## config.mk

```make
export PLATFORM = sky130hd
export DESIGN_NAME = pesel_top
export DESIGN_NICKNAME = d
export VERILOG_FILES = /design/src/include/pesel_pkg.sv /design/src/core/pesel_pad_share.sv /design/src/core/pesel_top.sv
export SDC_FILE = /design/constraint.sdc
export NUM_CORES = 1
export LEC_CHECK = 0
export BUFFER_PORTS_ARGS = -buffer_cell sky130_fd_sc_hd__buf_2
export CAP_MARGIN = 20
export CORE_AREA = 2 2 113 115
export CTS_CLUSTER_DIAMETER = 50
export DETAILED_ROUTE_END_ITERATION = 8
export DIE_AREA = 0 0 115 117
export PLACE_DENSITY = 0.52
export SYNTH_ARGS = -nofsm -noshare
export SYNTH_HDL_FRONTEND = slang
export SYNTH_SLANG_ARGS = --single-unit
```

## constraint.sdc

```tcl
create_clock -name clk_sys -period 4.37 [get_ports clk_sys]
set_input_delay 0.6555 -clock clk_sys [delete_from_list [all_inputs] [get_ports clk_sys]]
set_output_delay 0.6555 -clock clk_sys [all_outputs]
set_load 0.1 [all_outputs]
```

## src/include/pesel_pkg.sv

```systemverilog
// Purpose: constants and carrier types for the peripheral enable / pin share block
// Assumes: 32-bit config bus, byte addresses as printed
// Notes:   pad enables are active low (low = this side drives the pad)
`default_nettype none
package pesel_pkg;
  // register addresses
  localparam logic [31:0] PESEL_CFG_ADDR  = 32'h01b3_f000;
  localparam logic [31:0] PESEL_LOCK_ADDR = 32'h01b3_f018;
  localparam logic [31:0] PESEL_LOCK_KEY  = 32'h10c0_010c;
  // field positions in peripheral_enable_select
  localparam int PESEL_AUDIO_BIT = 0;
  localparam int PESEL_SER0_BIT  = 1;
  localparam int PESEL_SER1_BIT  = 2;
  localparam int PESEL_TWI_BIT   = 3;
  localparam int PESEL_VP0_BIT   = 4;
  localparam int PESEL_VP1_BIT   = 5;
  localparam int PESEL_VP2_BIT   = 6;
  localparam int PESEL_CFG_W     = 7;
  // reset values: both serial ports own their lower pins, all other enables off, register locked
  localparam logic [6:0]  PESEL_CFG_RST  = 7'h06;
  localparam logic        PESEL_LOCK_RST = 1'h1;
  // shared pad group widths: data 19:12 and data 8:2
  localparam int PESEL_UP_W = 8;
  localparam int PESEL_LO_W = 7;
  // upper pad group, output value and active-low enable
  typedef struct packed {
    logic [PESEL_UP_W-1:0] o;
    logic [PESEL_UP_W-1:0] oe_b;
  } pesel_up_t;
  // lower pad group
  typedef struct packed {
    logic [PESEL_LO_W-1:0] o;
    logic [PESEL_LO_W-1:0] oe_b;
  } pesel_lo_t;
endpackage : pesel_pkg
`default_nettype wire

```

## src/core/pesel_pad_share.sv

```systemverilog
// Purpose: pad output steering for one video port's shared data lines
// Assumes: selects come from registered configuration bits
// Notes:   pad inputs reach every owner straight from the pad ring, not through here
`default_nettype none
module pesel_pad_share
  import pesel_pkg::*;
(
  // selects
  input  wire logic vid_en,   // video port powered
  input  wire logic ser_sel,  // serial port owns lower pads
  input  wire logic aud_sel,  // audio port owns upper pads
  // upper group sources
  input  wire pesel_up_t vid_up,
  input  wire pesel_up_t aud_up,
  // lower group sources
  input  wire pesel_lo_t vid_lo,
  input  wire pesel_lo_t ser_lo,
  // pads
  output pesel_up_t pad_up,
  output pesel_lo_t pad_lo
);
  ////////////////////////////////////////////////////////////////////////////////
  // steering; an unowned group is released (all enables high) so nothing fights
  always_comb begin
    if (aud_sel) begin
      pad_up = aud_up;
    end else if (vid_en) begin
      pad_up = vid_up;
    end else begin
      pad_up = '{o: '0, oe_b: '1};
    end
    if (ser_sel) begin
      pad_lo = ser_lo;
    end else if (vid_en) begin
      pad_lo = vid_lo;
    end else begin
      pad_lo = '{o: '0, oe_b: '1};
    end
  end
endmodule // pesel_pad_share
`default_nettype wire

```

## src/core/pesel_top.sv

```systemverilog
// Purpose: peripheral enable register with key lock and shared pad steering
// Assumes: single-cycle write/read strobes on the config bus, clk_sys domain
// Notes:   read data returns one cycle after the read strobe, with rvalid
`default_nettype none
module pesel_top
  import pesel_pkg::*;
(
  // clock, reset, enable
  input  wire logic        clk_sys,
  input  wire logic        rst_b,
  input  wire logic        ce,
  // config bus
  input  wire logic [31:0] cfg_addr,
  input  wire logic        cfg_wr,
  input  wire logic        cfg_rd,
  input  wire logic [31:0] cfg_wdata,
  output logic      [31:0] cfg_rdata,
  output logic             cfg_rvalid,
  // peripheral enables
  output logic             video_port_two_enable,
  output logic             video_port_one_enable,
  output logic             video_port_zero_enable,
  output logic             two_wire_port_enable,
  output logic             serial_port_one_select,
  output logic             serial_port_zero_select,
  output logic             audio_port_select,
  // first video port pads and their alternates
  input  wire pesel_up_t   vid0_up,
  input  wire pesel_lo_t   vid0_lo,
  input  wire pesel_up_t   aud_ctl_up,
  input  wire pesel_lo_t   ser0_lo,
  output pesel_up_t        pad0_up,
  output pesel_lo_t        pad0_lo,
  // second video port pads and their alternates
  input  wire pesel_up_t   vid1_up,
  input  wire pesel_lo_t   vid1_lo,
  input  wire pesel_up_t   aud_data_up,
  input  wire pesel_lo_t   ser1_lo,
  output pesel_up_t        pad1_up,
  output pesel_lo_t        pad1_lo
);
  ////////////////////////////////////////////////////////////////////////////////
  // state
  logic [PESEL_CFG_W-1:0] cfg_r,    cfg_nxt;     // peripheral_enable_select
  logic                   locked_r, locked_nxt;  // config_locked_flag
  logic [31:0]            rdata_r,  rdata_nxt;   // read data holding flop
  logic                   rvld_r,   rvld_nxt;    // read answer strobe
  logic                   wr_cfg;                // write hits config register
  logic                   wr_lock;               // write hits lock register

  // address match, shared by read and write decode
  function automatic logic hit(input logic [31:0] a, input logic [31:0] base);
    hit = (a == base);
  endfunction

  ////////////////////////////////////////////////////////////////////////////////
  // register next state
  always_comb begin
    wr_cfg     = cfg_wr && hit(cfg_addr, PESEL_CFG_ADDR);
    wr_lock    = cfg_wr && hit(cfg_addr, PESEL_LOCK_ADDR);
    cfg_nxt    = cfg_r;
    locked_nxt = locked_r;
    rdata_nxt  = rdata_r;
    rvld_nxt   = 1'b0;
    if (wr_cfg) begin
      if (!locked_r) begin
        cfg_nxt = cfg_wdata[PESEL_CFG_W-1:0];
      end
      locked_nxt = 1'b1;
    end else if (wr_lock && cfg_wdata == PESEL_LOCK_KEY) begin
      locked_nxt = 1'b0;
    end
    if (cfg_rd) begin
      rvld_nxt = 1'b1;
      if (hit(cfg_addr, PESEL_CFG_ADDR)) begin
        rdata_nxt = {25'h0, cfg_r};
      end else if (hit(cfg_addr, PESEL_LOCK_ADDR)) begin
        rdata_nxt = {31'h0, locked_r};
      end else begin
        rdata_nxt = 32'h0;                             // unmapped reads zero
      end
    end
  end

  // registers; ce low freezes everything except the synchronous reset, which still loads the reset values
  always_ff @(posedge clk_sys) begin
    if (!rst_b) begin
      cfg_r    <= PESEL_CFG_RST;
      locked_r <= PESEL_LOCK_RST;
      rdata_r  <= 32'h0;
      rvld_r   <= 1'b0;
    end else if (ce) begin
      cfg_r    <= cfg_nxt;
      locked_r <= locked_nxt;
      rdata_r  <= rdata_nxt;
      rvld_r   <= rvld_nxt;
    end
  end

  ////////////////////////////////////////////////////////////////////////////////
  // outputs straight from the registers, rvalid gated by ce; a clear bit powers the module down
  assign cfg_rdata               = rdata_r;
  assign cfg_rvalid              = rvld_r && ce;
  assign video_port_two_enable   = cfg_r[PESEL_VP2_BIT];
  assign video_port_one_enable   = cfg_r[PESEL_VP1_BIT];
  assign video_port_zero_enable  = cfg_r[PESEL_VP0_BIT];
  assign two_wire_port_enable    = cfg_r[PESEL_TWI_BIT];
  assign serial_port_one_select  = cfg_r[PESEL_SER1_BIT];
  assign serial_port_zero_select = cfg_r[PESEL_SER0_BIT];
  assign audio_port_select       = cfg_r[PESEL_AUDIO_BIT];

  ////////////////////////////////////////////////////////////////////////////////
  // first video port: upper pads carry audio clocks/syncs/mutes
  pesel_pad_share u_share0 (
    .vid_en  (cfg_r[PESEL_VP0_BIT]),
    .ser_sel (cfg_r[PESEL_SER0_BIT]),
    .aud_sel (cfg_r[PESEL_AUDIO_BIT]),
    .vid_up  (vid0_up),
    .aud_up  (aud_ctl_up),
    .vid_lo  (vid0_lo),
    .ser_lo  (ser0_lo),
    .pad_up  (pad0_up),
    .pad_lo  (pad0_lo)
  );

  // second video port: upper pads carry audio serial data 7:0
  pesel_pad_share u_share1 (
    .vid_en  (cfg_r[PESEL_VP1_BIT]),
    .ser_sel (cfg_r[PESEL_SER1_BIT]),
    .aud_sel (cfg_r[PESEL_AUDIO_BIT]),
    .vid_up  (vid1_up),
    .aud_up  (aud_data_up),
    .vid_lo  (vid1_lo),
    .ser_lo  (ser1_lo),
    .pad_up  (pad1_up),
    .pad_lo  (pad1_lo)
  );

  ////////////////////////////////////////////////////////////////////////////////
  // checks: lock behaviour and read view
  a_reserved_zero: assert property (@(posedge clk_sys) disable iff (!rst_b)
    (ce && cfg_rd && cfg_addr == PESEL_CFG_ADDR) |=> cfg_rdata[31:7] == 25'h0)
    else $error("reserved bits read nonzero");
  a_locked_ignore: assert property (@(posedge clk_sys) disable iff (!rst_b)
    (ce && locked_r && cfg_wr && cfg_addr == PESEL_CFG_ADDR) |=> $stable(cfg_r))
    else $error("locked register changed");
  a_write_relocks: assert property (@(posedge clk_sys) disable iff (!rst_b)
    (ce && cfg_wr && cfg_addr == PESEL_CFG_ADDR) |=> locked_r)
    else $error("config write left register unlocked");
  a_key_unlocks: assert property (@(posedge clk_sys) disable iff (!rst_b)
    (ce && cfg_wr && cfg_addr == PESEL_LOCK_ADDR && cfg_wdata == PESEL_LOCK_KEY)
      |=> !locked_r)
    else $error("key did not unlock");
  a_bad_key_hold: assert property (@(posedge clk_sys) disable iff (!rst_b)
    (ce && locked_r && wr_lock && cfg_wdata != PESEL_LOCK_KEY) |=> locked_r)
    else $error("wrong key unlocked the register");
  // checks: every enable follows an accepted write
  a_vp2_follow: assert property (@(posedge clk_sys) disable iff (!rst_b)
    (ce && !locked_r && cfg_wr && cfg_addr == PESEL_CFG_ADDR)
      |=> video_port_two_enable == $past(cfg_wdata[6])
       && two_wire_port_enable == $past(cfg_wdata[3]))
    else $error("enable bits not taken from write");
  a_vp1_follow: assert property (@(posedge clk_sys) disable iff (!rst_b)
    (ce && !locked_r && wr_cfg) |=> video_port_one_enable == $past(cfg_wdata[PESEL_VP1_BIT]))
    else $error("second video enable not taken from write");
  a_vp0_follow: assert property (@(posedge clk_sys) disable iff (!rst_b)
    (ce && !locked_r && wr_cfg) |=> video_port_zero_enable == $past(cfg_wdata[PESEL_VP0_BIT]))
    else $error("first video enable not taken from write");
  a_twi_follow: assert property (@(posedge clk_sys) disable iff (!rst_b)
    (ce && !locked_r && wr_cfg) |=> two_wire_port_enable == $past(cfg_wdata[PESEL_TWI_BIT]))
    else $error("two-wire enable not taken from write");
  a_ser1_follow: assert property (@(posedge clk_sys) disable iff (!rst_b)
    (ce && !locked_r && wr_cfg) |=> serial_port_one_select == $past(cfg_wdata[PESEL_SER1_BIT]))
    else $error("serial one select not taken from write");
  a_ser0_follow: assert property (@(posedge clk_sys) disable iff (!rst_b)
    (ce && !locked_r && wr_cfg) |=> serial_port_zero_select == $past(cfg_wdata[PESEL_SER0_BIT]))
    else $error("serial zero select not taken from write");
  a_audio_follow: assert property (@(posedge clk_sys) disable iff (!rst_b)
    (ce && !locked_r && wr_cfg) |=> audio_port_select == $past(cfg_wdata[PESEL_AUDIO_BIT]))
    else $error("audio select not taken from write");
  // checks: pad ownership
  a_audio_upper: assert property (@(posedge clk_sys) disable iff (!rst_b)
    audio_port_select |-> pad1_up == aud_data_up && pad0_up == aud_ctl_up)
    else $error("audio does not own upper pads");
  a_video_upper: assert property (@(posedge clk_sys) disable iff (!rst_b)
    (!audio_port_select && video_port_one_enable) |-> pad1_up == vid1_up)
    else $error("video upper pads not routed");
  a_video0_upper: assert property (@(posedge clk_sys) disable iff (!rst_b)
    (!audio_port_select && video_port_zero_enable) |-> pad0_up == vid0_up)
    else $error("first video upper pads not routed");
  a_upper_release: assert property (@(posedge clk_sys) disable iff (!rst_b)
    (!audio_port_select && !video_port_one_enable) |-> pad1_up.oe_b == '1)
    else $error("unowned upper pads driven");
  a_serial_lower: assert property (@(posedge clk_sys) disable iff (!rst_b)
    serial_port_one_select |-> pad1_lo == ser1_lo)
    else $error("serial one does not own lower pads");
  a_video1_lower: assert property (@(posedge clk_sys) disable iff (!rst_b)
    (!serial_port_one_select && video_port_one_enable) |-> pad1_lo == vid1_lo)
    else $error("second video lower pads not routed");
  a_serial0_lower: assert property (@(posedge clk_sys) disable iff (!rst_b)
    serial_port_zero_select |-> pad0_lo == ser0_lo)
    else $error("serial zero does not own lower pads");
  a_video_lower: assert property (@(posedge clk_sys) disable iff (!rst_b)
    (!serial_port_zero_select && video_port_zero_enable) |-> pad0_lo == vid0_lo)
    else $error("first video lower pads not routed");
  a_lower_release: assert property (@(posedge clk_sys) disable iff (!rst_b)
    (!serial_port_zero_select && !video_port_zero_enable) |-> pad0_lo.oe_b == '1)
    else $error("unowned lower pads driven");
endmodule // pesel_top
`default_nettype wire

```

Word level (Yosys, flattened, before mapping):

Cells that the tools add are included.

* memories: 0
* bits in latches: 0
* bits in writable memories: 0
* ROM bits: 0
* output and inout bits: 100
* logic and storage cells: 29
* register bits: 41

* add/sub/neg operators: 0
* $lt $le $gt $ge: 0
* multiply operators: 0
* multiplexer cells: 13
* equality and inequality tests: 3
* shifts and indexed selects: 0
* bitwise logic cells: 1
* div/mod/pow operators: 0
* reductions and logical operators: 8

Operators by type and width (number)
* $eq A32 B25 Y1 const B: 2
* $mux W16: 4
* $mux W14: 4
* $eq A32 B29 Y1 const B: 1
* $mux W7: 1
* $logic_and A1 B1 Y1: 4
* $mux W1: 4
* $reduce_and A2 Y1: 2
* $reduce_and A3 Y1: 1
* $reduce_bool A2 Y1: 1
* $not A1 Y1: 1

Longest topological paths before layout:

Gate-level depths: netlist (run 1).

* depth after elaboration: 5
* depth in mapped cells: 5
* depth with buffers taken out: 4

Cells and area by module:

A second synthesis (run 1) with hierarchy kept.

* cells, all modules: 260
* area total of the unflattened synthesis: 1970.6 µm²

Modules (own cells, without submodules)
* pesel_top: seq. area each 320.3 µm², instances 1, cells an instance 138, area each 1127.3 µm²
* pesel_pad_share: seq. area each 0.0 µm², instances 2, cells an instance 61, area each 421.7 µm²

Worst setup path before layout (run 1):

Ideal clock, no wire load.

* path type: register to output
* start: reg cfg_r[0]
* end: out pad0_up[0] (netlist bit)
* stages on the path, launching flop included: 6
* buffers on the path: 2
* data required time: 3.714 ns
* arrival: 3.157 ns
* setup slack: 0.557 ns
* cell sequence: dfxtp_1 > clkbuf_1 > nand2b_1 > clkbuf_1 > nor2_1 > a21oi_1

RTL lines
* start, declared: line pesel_top.sv:44 `logic [PESEL_CFG_W-1:0] cfg_r, cfg_nxt;`
* start signal, assigned: line pesel_top.sv:93 `cfg_r <= cfg_nxt;`
* end, declared: line pesel_top.sv:32 `output pesel_up_t pad0_up,`

==> results of run 1 <==
-- path summary, 6_finish.rpt --
kind                              startpoint  slack, ns  cells past startpoint           end
worst max register to register      locked_r       2.78                      3      cfg_r[0]
worst max-delay path                cfg_r[2]       1.70                      3   pad1_lo[11]
worst min register to register  cfg_rdata[0]       0.46                      2  cfg_rdata[0]
worst min-delay path            cfg_rdata[0]       0.46                      2  cfg_rdata[0]
-- metal layers --
metal	vias to the layer above	GRT usage, %	routed length, um
li1	1370	-	-
met1	1201	12.4	3340
met2	170	20.7	4420
met3	0	1.91	714
met4	0	0.321	0
met5	-	0	0
-- final cells by class --
| class | count | area (sq um) |
|---|---|---|
| multi-input combinational | 199 | 1230 |
| timing repair buffer | 264 | 1320 |
| clock buffer | 4 | 88.8 |
| sequential | 16 | 320 |
| inverter | 30 | 113 |
| tap | 150 | 188 |
| fill | 1373 | 9050 |
-- report_power, final --
| part | switching [uW] | internal, uW | total [uW] | leakage [uW] |
|---|---|---|---|---|
| Clock | 56.9 | 139 | 196 | 0.0000442 |
| Sequential | 0.202 | 147 | 147 | 0.000129 |
| Combinational | 250 | 84.6 | 335 | 0.00165 |
-- per-stage QoR --
| step | setup WS, ns | std cells | utilization, % |
|---|---|---|---|
| after detailed placement | 1.91 | 659 | 25.8 |
| after global routing | 1.55 | 663 | 26.5 |
| after global placement | 1.95 | 659 | 25.8 |
| after floorplan | 0.557 | 288 | - |
| after CTS | 1.64 | 663 | 26.5 |
| final | 1.70 | 663 | 26.5 |
-- cell families (layout without fill, tap and decap cells) --
logic type	Yosys count	in the layout	share of synthesized area [%]
and+or+nand+nor	96	96	31.6
buffers and inverters	73	298	20.2
AOI/OAI and AO/OA	71	71	26.7
DFF	16	16	17.5
muxes	7	7	3.83
other	1	25	0.205
-- flip-flops by register name, summed over array words and instances (netlist names) --
signal / flops
cfg_r: 7
cfg_rdata: 7
locked_r: 1
rvld_r: 1
-- placed cells by master, fill, tap and decap left out, types with 2 or more instances in the layout --
cell type and count:
a21boi_0 2, a21oi_1 30, a22o_1 30, and4b_1 2, buf_2 263, clkbuf_16 3
conb_1 25, dfxtp_1 16, inv_1 30, mux2i_1 7, nand2_1 13, nand2b_1 6
nand3_1 7, nand4_1 5, nand4_2 2, nor2_1 33, nor2b_1 8, nor4_2 2
nor4b_1 6, o21ai_0 3, o31ai_1 4, or3_1 2
-- worst max-delay path, stage by stage (launching register included) --
cell	delay, ns
dfxtp_1	0.52
nor2b_1	0.61
a22o_1	0.22
buf_2	0.42
==> results.toml, run 1 <==
[outcome]
outcome = "complete, no violations"

[synth]
netlist.area_leader.share_pct = 17.5
synth_cell_type_count = 36
yosysWarnings = 0
yosysMostFrequentCell = "nor2_1"
synth_flop_cell = "dfxtp_1"
seq_area_frac_synth_pct = 17.5
ys_ff_latch = 16
synth-async-reset-ratio_pct = 0
synthCells = 264
synth_area_sq_um = 1830
synthTopCellsByArea = "dfxtp_1, a22o_1, buf_4"
synth_edf_count = 0
avgSynthCellArea_sq_um = 6.92
yosys-top-cells-count = "nor2_1, a21oi_1, a22o_1, inv_1, buf_4"
synth_area_leader_cell = "dfxtp_1"

[floorplan]
rows = 41
io_pins = 289
die_area_sq_um = 13500
die_w_um = 115
initial_utilization_pct = 14.8
die_h_um = 117
core_area_sq_um = 12300

[route]
drt_first_pass_iters = 4
via_per_inst = 4.13
wl_per_cell_um = 12.8
drcViolationCount = 0
drt_iter0_markers = 54
ant_nets = 0
vias = 2741
finalWirelength_um = 8470

[global_routing]
grt_antenna_before_repair = 0
grt_first_pass_wirelength_um = 11100
grt_max_degree = 40
grt-ovfl-total = 0
grt_usage_pct = 10.5
grt_pass1_vias = 2305

[clock_tree]
cts_buffers = 3
clockBufferDepth = 2
clk_pin_slew_ns = 0.05
cts-resized-gates = 0
h-tree-depth = 1
hold_buffers = 0
post_cts_buffers = 0
cts.sinks = 16
cts_root_buf = "clkbuf_16"
clkLatencyLatePin_ns = 0.24
cts_tree = "yes"

[power_and_ir_drop]
p_total_uw = 677
peakVddDrop_uv = 147
p_leak_uw = 0.00183
p_per_area_nw_per_um2 = 208

[critical_path]
critPathLaunchType = "register"
crit_arrival_ns = 2.01
worstSetupPathType = "register to output port"
crit_fanout = 19
cp.required_ns = 3.71
critPathCaptureType = "output port"

[timing]
period_share_pct = 61.1
skew_ns = 0.00410
rsz0062_at_grt = "false"
finalSetupViolCount = 0
drv_slew = 0
finalSetupTns_ns = 0
hold_slack_ns = 0.464
final.min_clock_period_ns = 2.67
worst_pin_slew_ns = 0.697
max_freq_mhz = 375
slew_headroom_pct = 53.2
finalHoldViolCount = 0

[place]
dp_hpwl_um = 7410
dpl-instance-area_sq_um = 3170
place.gp.congestion = 0.758
port_buffers = 263

[finish]
final_cell_area_sq_um = 3260
drive_gt1_share_pct = 54.2
nets = 703
diodes = 0
area_delta_synth_final_pct = 78.4

[run]
drv_cap = 0

[hold_path]
hold_path.class = "register to register"
Power figures use the tool's default switching activity.
==> inputs of run 2 (changes only) <==
- clock period: 4.37 -> 2.7 ns (I/O delays scaled with it)
==> results.toml, run 2 (synthesis results as in run 1) <==
[outcome]
outcome = "complete, no violations"

[critical_path]
r2r_start = "cfg_r[0]"
path_cells = "nor2b_1, a22o_1, buf_2"
reg2reg_depth = 5
cpMaxStageDelayCell = "nor2b_1"
r2r_slack_ns = 0.76
critPathCaptureType = "output port"
crit_arrival_ns = 1.98
crit_path_max_incr_delay_ns = 0.60
cp.required_ns = 2.30
cp_num_buf_inv = 1
crit_fanout = 8
cp_num_cells = 3
crit_family = "simple AND/OR/NAND/NOR gates"
rr_endpoint = "cfg_rdata[0]"
critPathLaunchType = "register"
worstSetupPathType = "register to output port"

[clock_tree]
h-tree-depth = 1
cts-resized-gates = 0
post_cts_buffers = 0
cts_root_buf = "clkbuf_16"
clk_pin_slew_ns = 0.05
cts_buffers = 3
cts_tree = "yes"
hold_buffers = 0
cts.sinks = 16
clkLatencyLatePin_ns = 0.24
clockBufferDepth = 2

[power_and_ir_drop]
p_total_uw = 1110
p_leak_uw = 0.00202
p_per_area_nw_per_um2 = 299
peakVddDrop_uv = 176

[floorplan]
core_area_sq_um = 12300
die_area_sq_um = 13500
die_h_um = 117
die_w_um = 115
initial_utilization_pct = 14.8
rows = 41
io_pins = 289

[place]
port_buffers = 263
dp_hpwl_um = 8440
place_inst = 664
place.gp.congestion = 0.743

[timing]
drv_slew = 0
slew_headroom_pct = 52.9
skew_ns = 0.00150
finalHoldViolCount = 0
finalSetupViolCount = 0
hold_slack_ns = 0.425
period_share_pct = 88.2
worst_pin_slew_ns = 0.705
final.min_clock_period_ns = 2.38
rsz0062_at_grt = "false"
max_freq_mhz = 420

[route]
ant_nets = 0
drt_first_pass_iters = 4
vias = 2792
finalWirelength_um = 9490
wl_per_cell_um = 14.1
drcViolationCount = 0
via_per_inst = 4.16
drt_iter0_markers = 102

[global_routing]
grt-ovfl-total = 0
grt_first_pass_wirelength_um = 12700
grt_max_degree = 26
grt_usage_pct = 12.1
grt_antenna_before_repair = 0
grt_pass1_vias = 2579

[finish]
final_common_cell = "buf_2"
final_cells = 671
nets = 708
drive_gt1_share_pct = 61.8
n_fill_cell = 1326
area_delta_synth_final_pct = 104
layout_common_cells = "buf_2, nor2_1, inv_1, conb_1, a22o_1"

[hold_path]
hold_start = "cfg_wdata[5]"
min_to = "cfg_r[5]"
hold_path.class = "primary input to register"
hold_path_depth = 3

[run]
drv_cap = 0
[run 2: changes by cell type in the layout (fill, tap and decap cells not counted)]
cell / change
a22o_1: -6
buf_4: +5
dfxtp_1: -1
dfxtp_2: +1
buf_12: +16
a21oi_1: -30
diode_2: +3
buf_2: -16
a21oi_4: +7
a21oi_2: +23
a22o_2: +6
[run 2: power by group]
part           internal, uW  switching [uW]
combinational           143             413
clock                   225            94.2
sequential              237           0.309
[run 2: final cells by class]
class	count	area, sq um	share of cell area [%]
multi-input combinational	199	1400	37.7
tap	150	188	5.04
timing repair buffer	269	1600	43.0
sequential	16	322	8.64
antenna	3	7.51	0.202
clock buffer	4	88.8	2.39
inverter	30	113	3.03
[run 2: how the worst max path moves through the flow]
stage / startpoint / end / slack, ns
floorplan: cfg_r[1] / pad0_lo[0] / -0.09
global placement: cfg_r[5] / pad1_up[15] / 0.58
detailed placement: cfg_r[5] / pad1_up[11] / 0.54
CTS: cfg_r[5] / pad1_up[11] / 0.27
global route: cfg_r[5] / pad1_up[11] / 0.19
finish: cfg_r[5] / pad1_up[8] / 0.32
[run 2: per-layer routing]
metal	vias to the layer above	part of all wire, %	routed length, um	track usage, %
li1	1381	-	-	-
met1	1231	40	3780	14.9
met2	174	52	4920	22.7
met3	6	7.6	718	1.13
met4	0	0.74	70	3.29
met5	-	0	0	0
[run 2: metrics by stage]
| stage | setup slack [ns] | setup TNS, ns | cell area, sq um | util [%] |
|---|---|---|---|---|
| after CTS | 0.272 | 0 | 3710 | 30.2 |
| after floorplan | -0.0942 | -1.32 | 2090 | - |
| after detailed placement | 0.539 | 0 | 3620 | 29.4 |
| after global placement | 0.576 | 0 | 3620 | 29.4 |
| final | 0.319 | 0 | 3720 | 30.2 |
| after global routing | 0.187 | 0 | 3710 | 30.2 |
[run 2: tightest hold or removal path: stages]
cell and delay (ns):
buf_2 0.11, nand2_1 0.05, mux2i_1 0.06
